### src/rtl/amtl_pkg.sv
// Purpose: shared constants and types for the multi-turn limit block
// Assumes: 32-bit register port, one clock
// Notes: offsets are word indices times four
package amtl_pkg;
  localparam logic [7:0] ADDR_CONFIG = 8'h00;
  localparam logic [7:0] ADDR_WRAP_LIMIT = 8'h04;
  localparam logic [7:0] ADDR_HOME_OFFSET = 8'h08;
  localparam logic [7:0] ADDR_PROTECT = 8'h0C;
  localparam logic [7:0] ADDR_UTIL_CMD = 8'h10;
  localparam logic [7:0] ADDR_STATUS = 8'h14;
  localparam logic [7:0] ADDR_IRQ_STATUS = 8'h18;
  localparam logic [7:0] ADDR_IRQ_MASK = 8'h1C;
  localparam logic [7:0] ADDR_TURN_COUNT = 8'h20;
  localparam logic [7:0] ADDR_FEEDBACK = 8'h24;
  localparam logic [7:0] ADDR_ENC_LIMIT = 8'h28;
  localparam logic [15:0] WRAP_LIMIT_RESET = 16'hFFFF;
  localparam logic [15:0] WRAP_LIMIT_SIGNED = 16'hFFFF;
  localparam logic [15:0] ENC_LIMIT_RESET = 16'hFFFF;
  localparam logic [3:0] PROTECT_RESET = 4'h0;
  localparam logic [3:0] PROTECT_ON = 4'h1;
  localparam logic [3:0] USAGE_ABSOLUTE = 4'h0;
  localparam logic [3:0] USAGE_INCREMENTAL = 4'h1;
  localparam logic [31:0] HOME_OFFSET_RESET = 32'h0000_0000;
  localparam logic [31:0] HOME_OFFSET_MAX = 32'h3FFF_FFFF;
  localparam logic [31:0] HOME_OFFSET_MIN = 32'hC000_0001;
  localparam int IRQ_MISMATCH = 0;
  localparam int IRQ_DONE = 1;
  localparam int IRQ_REFUSED = 2;
  localparam int IRQ_WIDTH = 3;
  // register port request
  typedef struct packed {
    logic [7:0] addr;
    logic [31:0] wdata;
    logic wr;
    logic rd;
  } amtl_bus_s;
  // encoder side position sample
  typedef struct packed {
    logic [31:0] position;
    logic zero_cross;
    logic dir_neg;
  } amtl_enc_s;
endpackage : amtl_pkg

### src/rtl/amtl_core.sv
// Summary of operation
// - usage digit 0 means absolute encoder, 1 means incremental.
// - wrap limit accepts 0..65535 revolutions, default 65535.
// - a written wrap limit takes effect only after control power restart.
// - limit 65535 makes the turn count signed, -32768 to 32767.
// - other limits keep the turn count between 0 and the limit.
// - count 0 turning negative wraps to the limit.
// - count at the limit turning positive wraps to zero.
// - alarm raised while encoder limit differs from the active drive limit.
// - encoder limit write allowed only while the mismatch alarm is active.
// - write-protect value 0001 refuses the utility with a refused flag.
// - utility completion reports done and clears alarm; encoder limit needs restart.
// - absolute mode feedback is encoder position plus signed home offset.
//
// Purpose: multi-turn revolution counter with wrap limit, mismatch alarm and home offset
// Assumes: encoder inputs come from another domain; power_restart pulse marks a power cycle
// Notes: encoder limit storage models the encoder's own nonvolatile copy
module amtl_core (
  // clock and reset
  input wire logic mclk,
  input wire logic reset_n,
  // register port
  input wire amtl_pkg::amtl_bus_s bus,
  output logic [31:0] rdata,
  // encoder side
  input wire amtl_pkg::amtl_enc_s enc,
  input wire logic power_restart,
  // results
  output logic [15:0] turn_count,
  output logic [31:0] feedback_position,
  output logic limit_mismatch_alarm,
  output logic irq
);
  import amtl_pkg::*;

  // configuration as written by software
  logic [3:0] encoder_usage_select;
  logic [15:0] turn_wrap_limit;
  logic [31:0] home_offset;
  logic [3:0] write_protect_setting;
  // settings latched at restart, then utility and interrupt state
  logic [3:0] active_usage;
  logic [15:0] active_limit;
  logic [15:0] enc_limit_stored;
  logic [15:0] enc_limit_pending;
  logic util_done;
  logic refused_indication;
  logic [IRQ_WIDTH-1:0] irq_status;
  logic [IRQ_WIDTH-1:0] irq_mask;
  // encoder and power restart synchronisers
  amtl_enc_s enc_s1;
  amtl_enc_s enc_s2;
  logic cross_d;
  logic restart_s1;
  logic restart_s2;
  logic restart_d;
  logic [31:0] pos_s3;
  logic [31:0] pos_stable;

  // register decode
  wire wr_cfg = bus.wr && bus.addr == ADDR_CONFIG;
  wire wr_lim = bus.wr && bus.addr == ADDR_WRAP_LIMIT;
  wire wr_off = bus.wr && bus.addr == ADDR_HOME_OFFSET;
  wire wr_prot = bus.wr && bus.addr == ADDR_PROTECT;
  wire wr_util = bus.wr && bus.addr == ADDR_UTIL_CMD && bus.wdata[0];
  wire wr_mask = bus.wr && bus.addr == ADDR_IRQ_MASK;
  wire rd_irq = bus.rd && bus.addr == ADDR_IRQ_STATUS;

  // utility gating: protect first, then alarm state
  wire util_refuse = wr_util && (write_protect_setting == PROTECT_ON);
  wire util_go = wr_util && !util_refuse && limit_mismatch_alarm;
  wire util_reject = wr_util && !util_refuse && !limit_mismatch_alarm;

  // restart and turn events, from the second sync stage only
  wire restart_pulse = restart_s2 && !restart_d;
  wire turn_step = enc_s2.zero_cross && !cross_d;
  wire signed_mode = active_limit == WRAP_LIMIT_SIGNED;

  // alarm compares the encoder copy with the limit in force
  wire mismatch_now = enc_limit_stored != active_limit;
  wire next_alarm = mismatch_now && !util_go && !util_done;

  // home offset clamped to its documented span
  wire signed [31:0] off_in = bus.wdata;
  wire off_hi = off_in > $signed(HOME_OFFSET_MAX);
  wire off_lo = off_in < $signed(HOME_OFFSET_MIN);
  wire [31:0] next_offset = off_hi ? HOME_OFFSET_MAX : (off_lo ? HOME_OFFSET_MIN : bus.wdata);

  // next turn count with wrap in both directions
  logic [15:0] next_count;
  always_comb begin
    next_count = turn_count;
    if (turn_step) begin
      if (enc_s2.dir_neg) begin
        if (!signed_mode && turn_count == 16'h0000) begin
          next_count = active_limit;
        end else begin
          next_count = turn_count - 16'h0001;
        end
      end else begin
        if (!signed_mode && turn_count >= active_limit) begin
          next_count = 16'h0000;
        end else begin
          next_count = turn_count + 16'h0001;
        end
      end
    end
  end

  // feedback: offset only applies in absolute use
  wire absolute_use = active_usage == USAGE_ABSOLUTE;
  // a word from another clock may be caught mid-change, so only a
  // value seen alike in two cycles running is passed on
  wire pos_settled = enc_s2.position == pos_s3;
  wire [31:0] next_feedback = absolute_use ? pos_stable + home_offset
                                           : pos_stable;

  // interrupt events
  wire [IRQ_WIDTH-1:0] irq_event = {util_refuse | util_reject, util_go,
                                    next_alarm & !limit_mismatch_alarm};
  // read clear first, new events on top so none is lost
  wire [IRQ_WIDTH-1:0] irq_kept = rd_irq ? {IRQ_WIDTH{1'b0}} : irq_status;
  wire [IRQ_WIDTH-1:0] next_irq_status = irq_kept | irq_event;
  wire next_irq = |(next_irq_status & irq_mask);

  // read mux
  logic [31:0] next_rdata;
  always_comb begin
    case (bus.addr)
      ADDR_CONFIG: next_rdata = {28'h0000000, encoder_usage_select};
      ADDR_WRAP_LIMIT: next_rdata = {16'h0000, turn_wrap_limit};
      ADDR_HOME_OFFSET: next_rdata = home_offset;
      ADDR_PROTECT: next_rdata = {28'h0000000, write_protect_setting};
      ADDR_STATUS: next_rdata = {28'h0000000, refused_indication, util_done,
                                 signed_mode, limit_mismatch_alarm};
      ADDR_IRQ_STATUS: next_rdata = {29'h0000000, irq_status};
      ADDR_IRQ_MASK: next_rdata = {29'h0000000, irq_mask};
      ADDR_TURN_COUNT: next_rdata = {16'h0000, turn_count};
      ADDR_FEEDBACK: next_rdata = feedback_position;
      ADDR_ENC_LIMIT: next_rdata = {16'h0000, enc_limit_stored};
      default: next_rdata = 32'h0000_0000;
    endcase
    if (!bus.rd) begin
      next_rdata = 32'h0000_0000;
    end
  end

  // synchronisers for pins from the encoder and power supervisor
  always_ff @(posedge mclk or negedge reset_n) begin
    if (!reset_n) begin
      enc_s1 <= '0;
      enc_s2 <= '0;
      cross_d <= 1'b0;
      restart_s1 <= 1'b0;
      restart_s2 <= 1'b0;
      restart_d <= 1'b0;
    end else begin
      enc_s1 <= enc;
      enc_s2 <= enc_s1;
      cross_d <= enc_s2.zero_cross;
      restart_s1 <= power_restart;
      restart_s2 <= restart_s1;
      restart_d <= restart_s2;
    end
  end

  // third stage and hold register for the position word
  always_ff @(posedge mclk or negedge reset_n) begin
    if (!reset_n) begin
      pos_s3 <= 32'h0000_0000;
      pos_stable <= 32'h0000_0000;
    end else begin
      pos_s3 <= enc_s2.position;
      if (pos_settled) begin
        pos_stable <= pos_s3;
      end
    end
  end

  // software-written settings
  always_ff @(posedge mclk or negedge reset_n) begin
    if (!reset_n) begin
      encoder_usage_select <= USAGE_ABSOLUTE;
      turn_wrap_limit <= WRAP_LIMIT_RESET;
      home_offset <= HOME_OFFSET_RESET;
      write_protect_setting <= PROTECT_RESET;
      irq_mask <= '0;
    end else begin
      if (wr_cfg) begin
        encoder_usage_select <= bus.wdata[3:0];
      end
      if (wr_lim) begin
        turn_wrap_limit <= bus.wdata[15:0];
      end
      if (wr_off) begin
        home_offset <= next_offset;
      end
      if (wr_prot) begin
        write_protect_setting <= bus.wdata[3:0];
      end
      if (wr_mask) begin
        irq_mask <= bus.wdata[IRQ_WIDTH-1:0];
      end
    end
  end

  // settings that only a restart brings into force
  always_ff @(posedge mclk or negedge reset_n) begin
    if (!reset_n) begin
      active_usage <= USAGE_ABSOLUTE;
      active_limit <= WRAP_LIMIT_RESET;
      enc_limit_stored <= ENC_LIMIT_RESET;
      enc_limit_pending <= ENC_LIMIT_RESET;
    end else begin
      if (util_go) begin
        enc_limit_pending <= turn_wrap_limit;
      end
      if (restart_pulse) begin
        active_usage <= encoder_usage_select;
        active_limit <= turn_wrap_limit;
        enc_limit_stored <= enc_limit_pending;
      end
    end
  end

  // utility done holds until restart; a run in the restart cycle still counts
  always_ff @(posedge mclk or negedge reset_n) begin
    if (!reset_n) begin
      util_done <= 1'b0;
    end else begin
      if (util_go) begin
        util_done <= 1'b1;
      end else if (restart_pulse) begin
        util_done <= 1'b0;
      end
    end
  end

  // refused flag reflects the latest utility attempt only
  always_ff @(posedge mclk or negedge reset_n) begin
    if (!reset_n) begin
      refused_indication <= 1'b0;
    end else begin
      if (wr_util) begin
        refused_indication <= util_refuse;
      end
    end
  end

  // mismatch alarm level
  always_ff @(posedge mclk or negedge reset_n) begin
    if (!reset_n) begin
      limit_mismatch_alarm <= 1'b0;
    end else begin
      limit_mismatch_alarm <= next_alarm;
    end
  end

  // turn count; a restart starts counting from zero again
  always_ff @(posedge mclk or negedge reset_n) begin
    if (!reset_n) begin
      turn_count <= 16'h0000;
    end else begin
      turn_count <= restart_pulse ? 16'h0000 : next_count;
    end
  end

  // feedback position register
  always_ff @(posedge mclk or negedge reset_n) begin
    if (!reset_n) begin
      feedback_position <= 32'h0000_0000;
    end else begin
      feedback_position <= next_feedback;
    end
  end

  // read data register, zero outside the answer cycle
  always_ff @(posedge mclk or negedge reset_n) begin
    if (!reset_n) begin
      rdata <= 32'h0000_0000;
    end else begin
      rdata <= next_rdata;
    end
  end

  // sticky interrupt bits and the level output
  always_ff @(posedge mclk or negedge reset_n) begin
    if (!reset_n) begin
      irq_status <= '0;
      irq <= 1'b0;
    end else begin
      irq_status <= next_irq_status;
      irq <= next_irq;
    end
  end
endmodule : amtl_core

### config.mk
export PLATFORM = sky130hd
export DESIGN_NAME = amtl_core
export DESIGN_NICKNAME = d
export VERILOG_FILES = /design/src/rtl/amtl_pkg.sv /design/src/rtl/amtl_core.sv
export SDC_FILE = /design/constraint.sdc
export NUM_CORES = 1
export LEC_CHECK = 0
export ABC_AREA = 1
export CELL_PAD_IN_SITES_DETAIL_PLACEMENT = 0
export CELL_PAD_IN_SITES_GLOBAL_PLACEMENT = 1
export CORE_MARGIN = 2
export CORE_UTILIZATION = 35
export CTS_CLUSTER_DIAMETER = 120
export DETAILED_ROUTE_END_ITERATION = 12
export DONT_BUFFER_PORTS = 1
export PLACE_DENSITY_LB_ADDON = 0.12
export SLEW_MARGIN = 20
export SYNTH_ARGS = -nofsm -noshare
export SYNTH_HDL_FRONTEND = slang
export SYNTH_SLANG_ARGS = --single-unit
### constraint.sdc
create_clock -name mclk -period 3.05 [get_ports mclk]
set_input_delay 0.61 -clock mclk [delete_from_list [all_inputs] [get_ports mclk]]
set_output_delay 0.61 -clock mclk [all_outputs]
set_load 0.03 [all_outputs]
==> flow_summary.json, run 1 <==
{
  "critPathMaxStageDelay_ns": 0.65,
  "synth_top_family_by_area": "simple AND/OR/NAND/NOR gates",
  "internal_power_mw": 8.09,
  "crit_type": "reg -> reg",
  "reg2reg_depth": 12,
  "avgViaCountPerCell": 4.97,
  "crit_top_cell": "nand2_1",
  "leakage_nw": 8.92,
  "crit_slowest_cell": "dfrtp_1",
  "whs_ns": -0.255,
  "crit_fanout": 16,
  "layout_min_cycle_time_ns": 2.43,
  "ys_seq_elements": 334,
  "vias": 13215,
  "io_buffers": 0,
  "end_kind": "flip-flop",
  "diodes": 0,
  "setup_viol_count_final": 0,
  "finalHoldViolations": 273,
  "synthMuxAreaShare_pct": 0.410,
  "p_seq_share_pct": 43.8,
  "die_h_um": 221,
  "start_util_pct": 35.4,
  "ys_seq_area_share_pct": 51.2,
  "synth-edff-count": 0,
  "rows": 79,
  "final_net_count": 2153,
  "synthAdderAreaFrac_pct": 3.99,
  "drt_pass1_iterations": 9,
  "violations": "hold timing",
  "r2r_slack_ns": 0.62,
  "ys.flop_type": "dfrtp_1",
  "grt_max_degree": 335,
  "status": "finished with violations",
  "h-tree-depth": 2,
  "fp.dieW_um": 221,
  "route.detailed.drc": 0,
  "startpoint_type": "flip-flop",
  "synth.cell_area_mm2": 0.0165,
  "drv_cap": 0,
  "max-clock-path-buffers": 3,
  "power_density_mw_per_mm2": 623,
  "maxSlewHeadroom_pct": 40.1,
  "ir_worst_vdd_v": 0.000585,
  "cts_sinks": 334,
  "synth-xor-area-share_pct": 3.24,
  "p_switching_mw": 3.47,
  "async_flop_share_pct": 100,
  "io_pins": 161,
  "tightest_slew_ns": 0.899,
  "timing.final.crit_share_pct": 79.6,
  "worst_ep_arrival_time_ns": 2.92,
  "routed_wl_um": 53000,
  "grt_pass1_wl_um": 82200,
  "synth_nets": 2138,
  "cts_resized": 0,
  "clkSlewWorstSetupHoldPaths_ns": 0.06,
  "cts_setup_buffers": 0,
  "grt_pass1_vias": 13349,
  "pwr-share-clk_pct": 42.2,
  "syn_to_final_growth_pct": 12.7,
  "finalPower_mw": 11.6,
  "yosys.area_share.simple_pct": 25.8,
  "grt.total_usage_pct": 21.9,
  "coreArea_mm2": 0.0466,
  "drv_slew": 0,
  "timing.rr.start": "turn_count[3]$_DFFE_PN0P_",
  "fmax_mhz": 412,
  "r2r-end": "turn_count[10]$_DFFE_PN0P_",
  "yosysUniqueCellTypes": 50,
  "worstPathRequired_ns": 3.55,
  "place_congestion": 0.900,
  "drt-initial-drc-count": 921,
  "dieArea_mm2": 0.0488,
  "syn_inst": 2007,
  "post-place-ws_ns": 0.481,
  "drive_gt1_share_pct": 9.84,
  "avgSynthCellArea_um2": 8.21,
  "cts_buffers": 40,
  "swShare_pct": 30.0,
  "hp-class": "in -> async",
  "detail_route.wl_per_cell_um": 19.9,
  "tns_ns": 0,
  "comb_power_share_pct": 14.1,
  "synth_compound_area_share_pct": 8.93,
  "path_cells": "ha_1, a21oi_1, nand2_1, nand2_1, nand2_1, nand2_1, nand2_1, nand2_1, nand3_1, nand2_1, nand2_1, nand2_1",
  "yosysWarnings": 0,
  "grt_overflow": 0,
  "worstSkewPairLatency_ns": 0.57,
  "antenna_found_initial": 1,
  "skew_ns": 0.0145,
  "fin_ws_ns": 0.621,
  "rsz0062_at_grt": "no",
  "cts_tree": "yes",
  "drtAntennaViolNets": 0,
  "cts_root_buffer": "clkbuf_16",
  "dp_hpwl_um": 40100
}
==> flip-flops by register name, summed over array words and instances (netlist names), 32 cells and up <==
register and flops:
enc_s1 34, enc_s2 34, feedback_position 32, home_offset 32
pos_s3 32, pos_stable 32, rdata 32
==> per-layer routing <==
layer / vias to the layer above / global-route usage, % / wire (um)
li1: 6504 / - / -
met1: 6392 / 28.3 / 23200
met2: 254 / 37.6 / 26100
met3: 65 / 3.37 / 2270
met4: 0 / 6.95 / 1450
met5: - / 0 / 0
==> how the worst max path moves through the flow <==
stage,from,endpoint,slack (ns),cells after the start
2_1_floorplan,bus[23],home_offset[11]$_DFFE_PN0P_,0.71,10
3_3_place_gp,bus[4],home_offset[19]$_DFFE_PN0P_,0.55,11
3_5_place_dp,bus[4],home_offset[20]$_DFFE_PN0P_,0.48,11
4_1_cts,turn_count[3]$_DFFE_PN0P_,turn_count[4]$_DFFE_PN0P_,0.56,12
5_1_grt,active_limit[7]$_DFFE_PN1P_,turn_count[0]$_DFFE_PN0P_,0.36,15
6_report,turn_count[3]$_DFFE_PN0P_,turn_count[10]$_DFFE_PN0P_,0.62,12
==> cells in the final DEF (no fill, tap or decap), types with 8 or more instances in the layout <==
master,Yosys,layout
dfstp_2,64,64
buf_4,6,34
nand4_1,26,26
clkbuf_16,0,40
nand2_1,654,654
ha_1,51,51
a21oi_1,75,75
nor3_1,21,21
xor2_1,26,26
nor2_1,168,166
nand3_1,115,115
xnor2_1,35,35
clkinv_2,0,8
o21ai_0,124,124
a31oi_1,30,30
o22ai_1,8,8
dfrtp_1,270,270
inv_1,193,193
nand3b_1,8,8
==> cell families (layout without fill, tap and decap cells) <==
group                      count (synthesis)  after routing
muxes                                      6              6
xor gates and xnor gates                  61             61
adders and majority gates                 52             52
DFF                                      334            334
AOI/OAI and AO/OA                        267            267
buffers and inverters                    261            307
and+or+nand+nor                         1026           1026
==> critical path: cells and delay by family (launching register included) <==
kind            cells  cell delay [ns]
fa+ha+maj           1             0.35
flops               1             0.65
compound gates      1             0.16
simple gates       10             1.21
==> cell type report <==
type / instances / area, um^2
flip-flops and latches: 334 / 8440
fillers: 4777 / 28000
clock inverters: 22 / 255
inverters: 199 / 747
multi-input cells: 1412 / 7010
well taps: 607 / 759
clock buffers: 51 / 1080
repair buffers: 35 / 275
==> Yosys cell counts (7+ instances only) <==
| master | n | area share, % |
|---|---|---|
| nor3_1 | 21 | 0.64 |
| a31oi_1 | 30 | 1.1 |
| xor2_1 | 26 | 1.4 |
| o21ai_0 | 124 | 3.8 |
| xnor2_1 | 35 | 1.9 |
| o2111ai_1 | 7 | 0.37 |
| nand3b_1 | 8 | 0.36 |
| dfstp_2 | 64 | 10 |
| a21oi_1 | 75 | 2.3 |
| inv_1 | 193 | 4.4 |
| or2_2 | 7 | 0.27 |
| nor2_1 | 168 | 3.8 |
| o22ai_1 | 8 | 0.30 |
| nand3_1 | 115 | 3.5 |
| nand2_1 | 654 | 15 |
| clkbuf_1 | 29 | 0.66 |
| nand4_1 | 26 | 0.99 |
| buf_2 | 24 | 0.73 |
| dfrtp_1 | 270 | 41 |
| ha_1 | 51 | 3.9 |
==> power by group through the flow <==
stage               combinational (mW)  clock (mW)  sequential (mW)
floorplan                         1.15           0             5.06
global placement                  1.62           0             5.14
detailed placement                1.63           0             5.14
CTS                               1.63        5.03             5.07
global route                      1.83        5.19             5.09
finish                            1.63        4.88             5.06
==> through the flow <==
| stage | hold WS [ns] | cell area, um^2 | std cells | util, % |
|---|---|---|---|---|
| global placement | 0.332 | 17200 | 2587 | 37.0 |
| CTS | -0.283 | 18600 | 2660 | 39.9 |
| detailed placement | 0.328 | 17200 | 2587 | 37.0 |
| finish | -0.255 | 18600 | 2660 | 39.9 |
| floorplan | 0.314 | 16500 | 2007 | - |
| global route | -0.278 | 18600 | 2660 | 39.9 |
Note: power is estimated with default switching activity, not from simulation.
==> inputs of run 2 (changes only) <==
clock period = 2.1 ns   (was 3.05 ns; I/O delays follow)
==> run 2 against run 1 <==
The flow finishes with violations (hold timing, slew limit). Combinational power up 110%. Sequential power up 44%. Clock power up 58%. Sequential share of layout area down 5.7 points. Critical path depth up 2. Final area up 14%. Non-clock buffer count up 231. Cell count up 8.7%. Worst hold slack worse by 0.18 ns. Highest routed layer unchanged.
==> flow_summary.json, run 2 (same netlist as run 1, synthesis figures left out) <==
{
  "cp-endpoint": "turn_count[1]$_DFFE_PN0P_",
  "top_layer": "met4",
  "io_buffers": 0,
  "die_h_um": 221,
  "tns_ns": 0,
  "drive_gt1_share_pct": 20.4,
  "routed_wl_um": 57300,
  "r2r-end": "turn_count[1]$_DFFE_PN0P_",
  "final_common_cell": "nand2_1",
  "rsz0062_at_grt": "yes",
  "skew_ns": 0.0271,
  "grt_max_degree": 335,
  "route.detailed.drc": 0,
  "startpoint": "active_limit[1]$_DFFE_PN1P_",
  "grt_overflow": 0,
  "finalHoldViolations": 273,
  "crit_type": "reg -> reg",
  "cts_root_buffer": "clkbuf_16",
  "maxSlewHeadroom_pct": -21.6,
  "power_density_mw_per_mm2": 864,
  "crit_top_cell": "nand2_1",
  "r2r_slack_ns": 0.005,
  "diodes": 0,
  "grt_pass1_wl_um": 87300,
  "drv_slew": 126,
  "place_inst": 2750,
  "route.met3.wl_um": 2430,
  "internal_power_mw": 13.1,
  "detail_route.wl_per_cell_um": 19.8,
  "dieArea_mm2": 0.0488,
  "dr_wl_met2_um": 28100,
  "clkSlewWorstSetupHoldPaths_ns": 0.06,
  "start_util_pct": 35.4,
  "leakage_nw": 10.1,
  "rows": 79,
  "grt_pass1_vias": 14525,
  "syn_to_final_growth_pct": 28.9,
  "placed_area_mm2": 0.0185,
  "cts_buffers": 41,
  "reg.largest.list": "enc_s1 (34), enc_s2 (34)",
  "worstPathRequired_ns": 2.56,
  "antenna_found_initial": 0,
  "comb_power_share_pct": 18.3,
  "h-tree-depth": 2,
  "max-clock-path-buffers": 3,
  "drt_pass1_iterations": 8,
  "fin_cells": 2891,
  "crit_slowest_cell": "dfstp_2",
  "whs_ns": -0.437,
  "tightest_slew_ns": 1.82,
  "final_cell_mix": "nand2_1 (628), dfrtp_1 (265), buf_4 (190), inv_1 (184), nor2_1 (161)",
  "dp_hpwl_um": 43100,
  "drv_cap": 0,
  "fmax_mhz": 477,
  "crit_fanout": 8,
  "drtAntennaViolNets": 0,
  "io_pins": 161,
  "drt-initial-drc-count": 929,
  "worst_ep_arrival_time_ns": 2.56,
  "cts_tree": "yes",
  "path_cells": "inv_2, ha_4, nand4_1, nor2_1, nor2_1, nand2_2, nand2_1, nand2_1, nand2_2, clkbuf_16, nand2_1, nand2_1, nand2_1, nand2_1",
  "status": "finished with violations",
  "pwr-share-clk_pct": 41.9,
  "stdcell_area_mm2": 0.0212,
  "swShare_pct": 28.7,
  "timing.final.crit_share_pct": 99.8,
  "setup_viol_count_final": 0,
  "ctsHoldBuffers": 66,
  "violations": "hold timing, slew limit",
  "end_kind": "flip-flop",
  "drt-met1-wl_um": 24500,
  "grt.total_usage_pct": 23.3,
  "timing.rr.start": "active_limit[1]$_DFFE_PN1P_",
  "coreArea_mm2": 0.0466,
  "worstSkewPairLatency_ns": 0.57,
  "cts_sinks": 334,
  "startpoint_type": "flip-flop",
  "ir_worst_vdd_v": 0.000738,
  "final_net_count": 2385,
  "layout_min_cycle_time_ns": 2.10,
  "fp.dieW_um": 221,
  "vias": 14306,
  "critPathMaxStageDelay_ns": 0.53,
  "p_switching_mw": 5.27,
  "place_congestion": 0.948,
  "avgViaCountPerCell": 4.95,
  "p_seq_share_pct": 39.8,
  "hp-class": "in -> async",
  "reg2reg_depth": 14
}
==> run 2: power groups by stage <==
stage / registers [mW] / logic, mW / clock network [mW]
final: 7.30 / 3.36 / 7.69
after CTS: 7.27 / 3.12 / 7.90
after detailed placement: 7.38 / 3.00 / 0
after floorplan: 7.35 / 1.66 / 0
after global placement: 7.37 / 2.99 / 0
after global routing: 7.34 / 3.68 / 8.13
==> run 2: timing repair <==
item                                    4_1_cts  5_1_grt
gates cloned                                  0        1
endpoints found under the hold margin       404      334
gates resized for setup                      11      101
setup buffers                                 0        1
pin swaps                                     0       25
endpoints found under the setup margin       21       38
==> run 2: worst max-delay path, delay by kind of cell, from the launching register on <==
kind	cells	cell delay [ns]
simple gates	11	0.95
flops	1	0.53
fa+ha+maj	1	0.26
buf+inv	2	0.24
==> run 2: per-stage QoR <==
stage               utilization (%)  worst slack, ns  total power, mW  hold slack [ns]
CTS                            44.5          0.00401             18.3           -0.476
finish                         45.6          0.00459             18.3           -0.437
global placement               39.8           -0.212             10.4            0.142
global route                   45.6           -0.109             19.2           -0.469
floorplan                         -           0.0296             9.02            0.124
detailed placement             39.8           -0.228             10.4            0.139
==> run 2: final cells by class <==
| cell class | count | area [um^2] |
|---|---|---|
| repair buffers | 266 | 2280 |
| multi-input cells | 1412 | 7540 |
| flip-flops and latches | 334 | 8440 |
| well taps | 607 | 759 |
| clock buffers | 55 | 1160 |
| clock inverters | 18 | 307 |
| fillers | 4590 | 25300 |
| inverters | 199 | 751 |
==> run 2: how the worst min path moves through the flow <==
stage,from,end,slack [ns],depth (start not counted)
after floorplan,reset_n,active_usage[0]$_DFFE_PN0P_,0.12,0
after detailed placement,reset_n,enc_s1[1]$_DFF_PN0_,0.14,0
after global routing,reset_n,turn_count[1]$_DFFE_PN0P_,-0.47,0
final,reset_n,turn_count[2]$_DFFE_PN0P_,-0.44,0
after global placement,reset_n,enc_s2[1]$_DFF_PN0_,0.14,0
after CTS,reset_n,turn_count[1]$_DFFE_PN0P_,-0.48,0
==> run 2: layer usage <==
| layer | global-route usage [%] | vias to the layer above |
|---|---|---|
| met1 | 29.4 | 6885 |
| met4 | 7.64 | 0 |
| li1 | - | 6979 |
| met2 | 40.6 | 327 |
| met5 | 0 | - |
| met3 | 3.73 | 115 |
==> inputs of run 3 (changes only) <==
ABC_AREA = default   (was 1)
CAP_MARGIN = 30   (was default)
==> run 3 against run 2 <==
The run ends with hold timing, setup timing left. Via count fell by 10%. Synthesized area fell by 5.2%. First-iteration DRC count rose by 20%. Flip-flop and latch count did not move. Non-clock buffer count rose by 122. Critical endpoint is now feedback_position[12]$_DFF_PN0_. Combinational power rose by 39%. Final area rose by 2.5%. Clock skew fell by 0.017 ns.
==> flow_summary.json, run 3 <==
{
  "timing.final.crit_share_pct": 122,
  "start_util_pct": 35.4,
  "avgViaCountPerCell": 5.33,
  "clkSlewWorstSetupHoldPaths_ns": 0.06,
  "synth.cell_area_mm2": 0.0156,
  "grt_pass1_vias": 13084,
  "drt_pass1_iterations": 5,
  "die_h_um": 215,
  "route.detailed.drc": 0,
  "power_density_mw_per_mm2": 884,
  "leakage_nw": 9.58,
  "tightest_slew_ns": 1.20,
  "place_congestion": 0.844,
  "layout_min_cycle_time_ns": 2.56,
  "startpoint_type": "flip-flop",
  "ctsHoldBuffers": 51,
  "yosysUniqueCellTypes": 68,
  "worstSetupPathDepth": 11,
  "cts_root_buffer": "clkbuf_16",
  "drv_slew": 0,
  "dieArea_mm2": 0.0464,
  "routed_wl_um": 53700,
  "syn_inst": 1438,
  "synth_top_area_share_pct": 43.2,
  "cts_tree": "yes",
  "reg.largest.list": "enc_s1 (34), enc_s2 (34)",
  "drv_cap": 0,
  "crit_fanout": 4,
  "path_cells": "ha_4, inv_2, fa_2, nor2b_2, o31a_1, buf_6, o31a_1, or3_1, a21oi_2, xor2_1, o21ai_1",
  "worstPathRequired_ns": 2.54,
  "io_pins": 161,
  "cp.buffers_inverters": 2,
  "crit_top_cell": "o31a_1",
  "diodes": 0,
  "avgSynthCellArea_um2": 10.9,
  "grt_pass1_wl_um": 81200,
  "io_buffers": 0,
  "grt_max_degree": 335,
  "final_cell_mix": "buf_4 (295), dfrtp_1 (260), nand2_1 (149), a21oi_1 (77), o21ai_0 (72)",
  "fmax_mhz": 391,
  "ys_seq_elements": 334,
  "dp_hpwl_um": 37700,
  "h-tree-depth": 2,
  "final_net_count": 1925,
  "setup_viol_count_final": 50,
  "whs_ns": -0.451,
  "synth_top_area_cell": "dfrtp_1",
  "vias": 12878,
  "ys_seq_area_share_pct": 54.0,
  "crit_family": "compound AO/OA/AOI/OAI gates",
  "post-place-ws_ns": -0.495,
  "worst_ep_arrival_time_ns": 2.99,
  "violations": "hold timing, setup timing",
  "maxSlewHeadroom_pct": 20.1,
  "r2r-end": "feedback_position[12]$_DFF_PN0_",
  "finalHoldViolations": 288,
  "grt.total_usage_pct": 23.1,
  "antenna_found_initial": 2,
  "worstSkewPairLatency_ns": 0.57,
  "detail_route.wl_per_cell_um": 22.2,
  "synth_nets": 1569,
  "hp-class": "in -> async",
  "drtAntennaViolNets": 0,
  "r2r_slack_ns": -0.46,
  "reg2reg_depth": 11,
  "yosysWarnings": 0,
  "coreArea_mm2": 0.0441,
  "fin_ws_ns": -0.457,
  "cts_buffers": 40,
  "end_kind": "flip-flop",
  "final_common_cell": "buf_4",
  "grt_overflow": 0,
  "yosysMostFrequentCell": "dfrtp_1",
  "timing.rr.start": "home_offset[0]$_DFFE_PN0P_",
  "max-clock-path-buffers": 3,
  "rsz0062_at_grt": "yes",
  "place_inst": 2237,
  "synth-edff-count": 0,
  "ys.flop_type": "dfrtp_1",
  "drive_gt1_share_pct": 38.9,
  "syn_to_final_growth_pct": 39.3,
  "ir_worst_vdd_v": 0.000724,
  "async_flop_share_pct": 100,
  "critPathMaxStageDelay_ns": 0.41,
  "skew_ns": 0.0105,
  "cts_sinks": 334,
  "fin_cells": 2417,
  "crit_type": "reg -> reg",
  "fp.dieW_um": 215,
  "synth_area_leaders": "dfrtp_1 (43%), dfstp_2 (11%), mux2_2 (7.2%), ha_1 (4.1%), nand2_1 (3.7%)",
  "status": "finished with violations",
  "rows": 77,
  "tns_ns": -7.24,
  "drt-initial-drc-count": 1116,
  "crit_slowest_cell": "dfrtp_1",
  "synth_common_cells": "dfrtp_1 (270), nand2_1 (154), o21ai_0 (104), mux2_2 (100), a21oi_1 (90)"
}
## run 3: logic make-up after synthesis
| family | after synthesis | share of synthesized area [%] |
|---|---|---|
| buffers and inverters | 117 | 3.11 |
| AOI/OAI and AO/OA | 373 | 15.1 |
| and+or+nand+nor | 377 | 11.6 |
| DFF | 334 | 54.0 |
| adders and majority gates | 52 | 4.21 |
| xor gates and xnor gates | 81 | 4.54 |
| muxes | 104 | 7.46 |
## run 3: layout make-up
cell class	count	area (um^2)
well taps	592	741
flip-flops and latches	334	8450
multi-input cells	987	7710
fillers	4149	22300
repair buffers	388	3340
clock inverters	19	315
inverters	43	161
clock buffers	54	1060
## run 3: timing repair
item | in CTS | in global routing
buffers inserted | 39 | 19
gates resized for setup | 157 | 82
gates cloned | 2 | 2
endpoints found under the setup margin | 70 | 75
pin swaps | 73 | 64
hold endpoints to repair | 396 | 334
## run 3: worst max-delay path by stage
stage                                          start                         endpoint  slack, ns
final                     home_offset[0]$_DFFE_PN0P_  feedback_position[12]$_DFF_PN0_      -0.46
after global routing      home_offset[9]$_DFFE_PN0P_  feedback_position[30]$_DFF_PN0_      -0.58
after global placement    home_offset[0]$_DFFE_PN0P_  feedback_position[30]$_DFF_PN0_      -0.45
after detailed placement  home_offset[0]$_DFFE_PN0P_  feedback_position[10]$_DFF_PN0_      -0.49
after floorplan            turn_count[6]$_DFFE_PN0P_        turn_count[7]$_DFFE_PN0P_      -0.27
after CTS                 home_offset[0]$_DFFE_PN0P_  feedback_position[12]$_DFF_PN0_      -0.43
## run 3: routing by layer
| layer | vias up | global-route usage, % | wire (um) |
|---|---|---|---|
| met2 | 380 | 36.3 | 24700 |
| met1 | 6487 | 32.2 | 24300 |
| met5 | - | 0 | 0 |
| li1 | 5949 | - | - |
| met4 | 0 | 6.90 | 1230 |
| met3 | 62 | 4.69 | 3410 |
## run 3: per-stage QoR
step | area [um^2] | power, mW | utilization (%)
after detailed placement | 18300 | 11.1 | 41.6
after global placement | 18300 | 11.1 | 41.6
after CTS | 21300 | 19.3 | 48.2
after floorplan | 15700 | 9.45 | -
final | 21800 | 19.3 | 49.4
after global routing | 21800 | 20.2 | 49.4
## run 3: power breakdown
group	internal, mW	switching (mW)	total, mW
clock	4.46	2.86	7.32
combinational	2.23	2.45	4.68
sequential	6.80	0.465	7.26
total	13.5	5.77	19.3
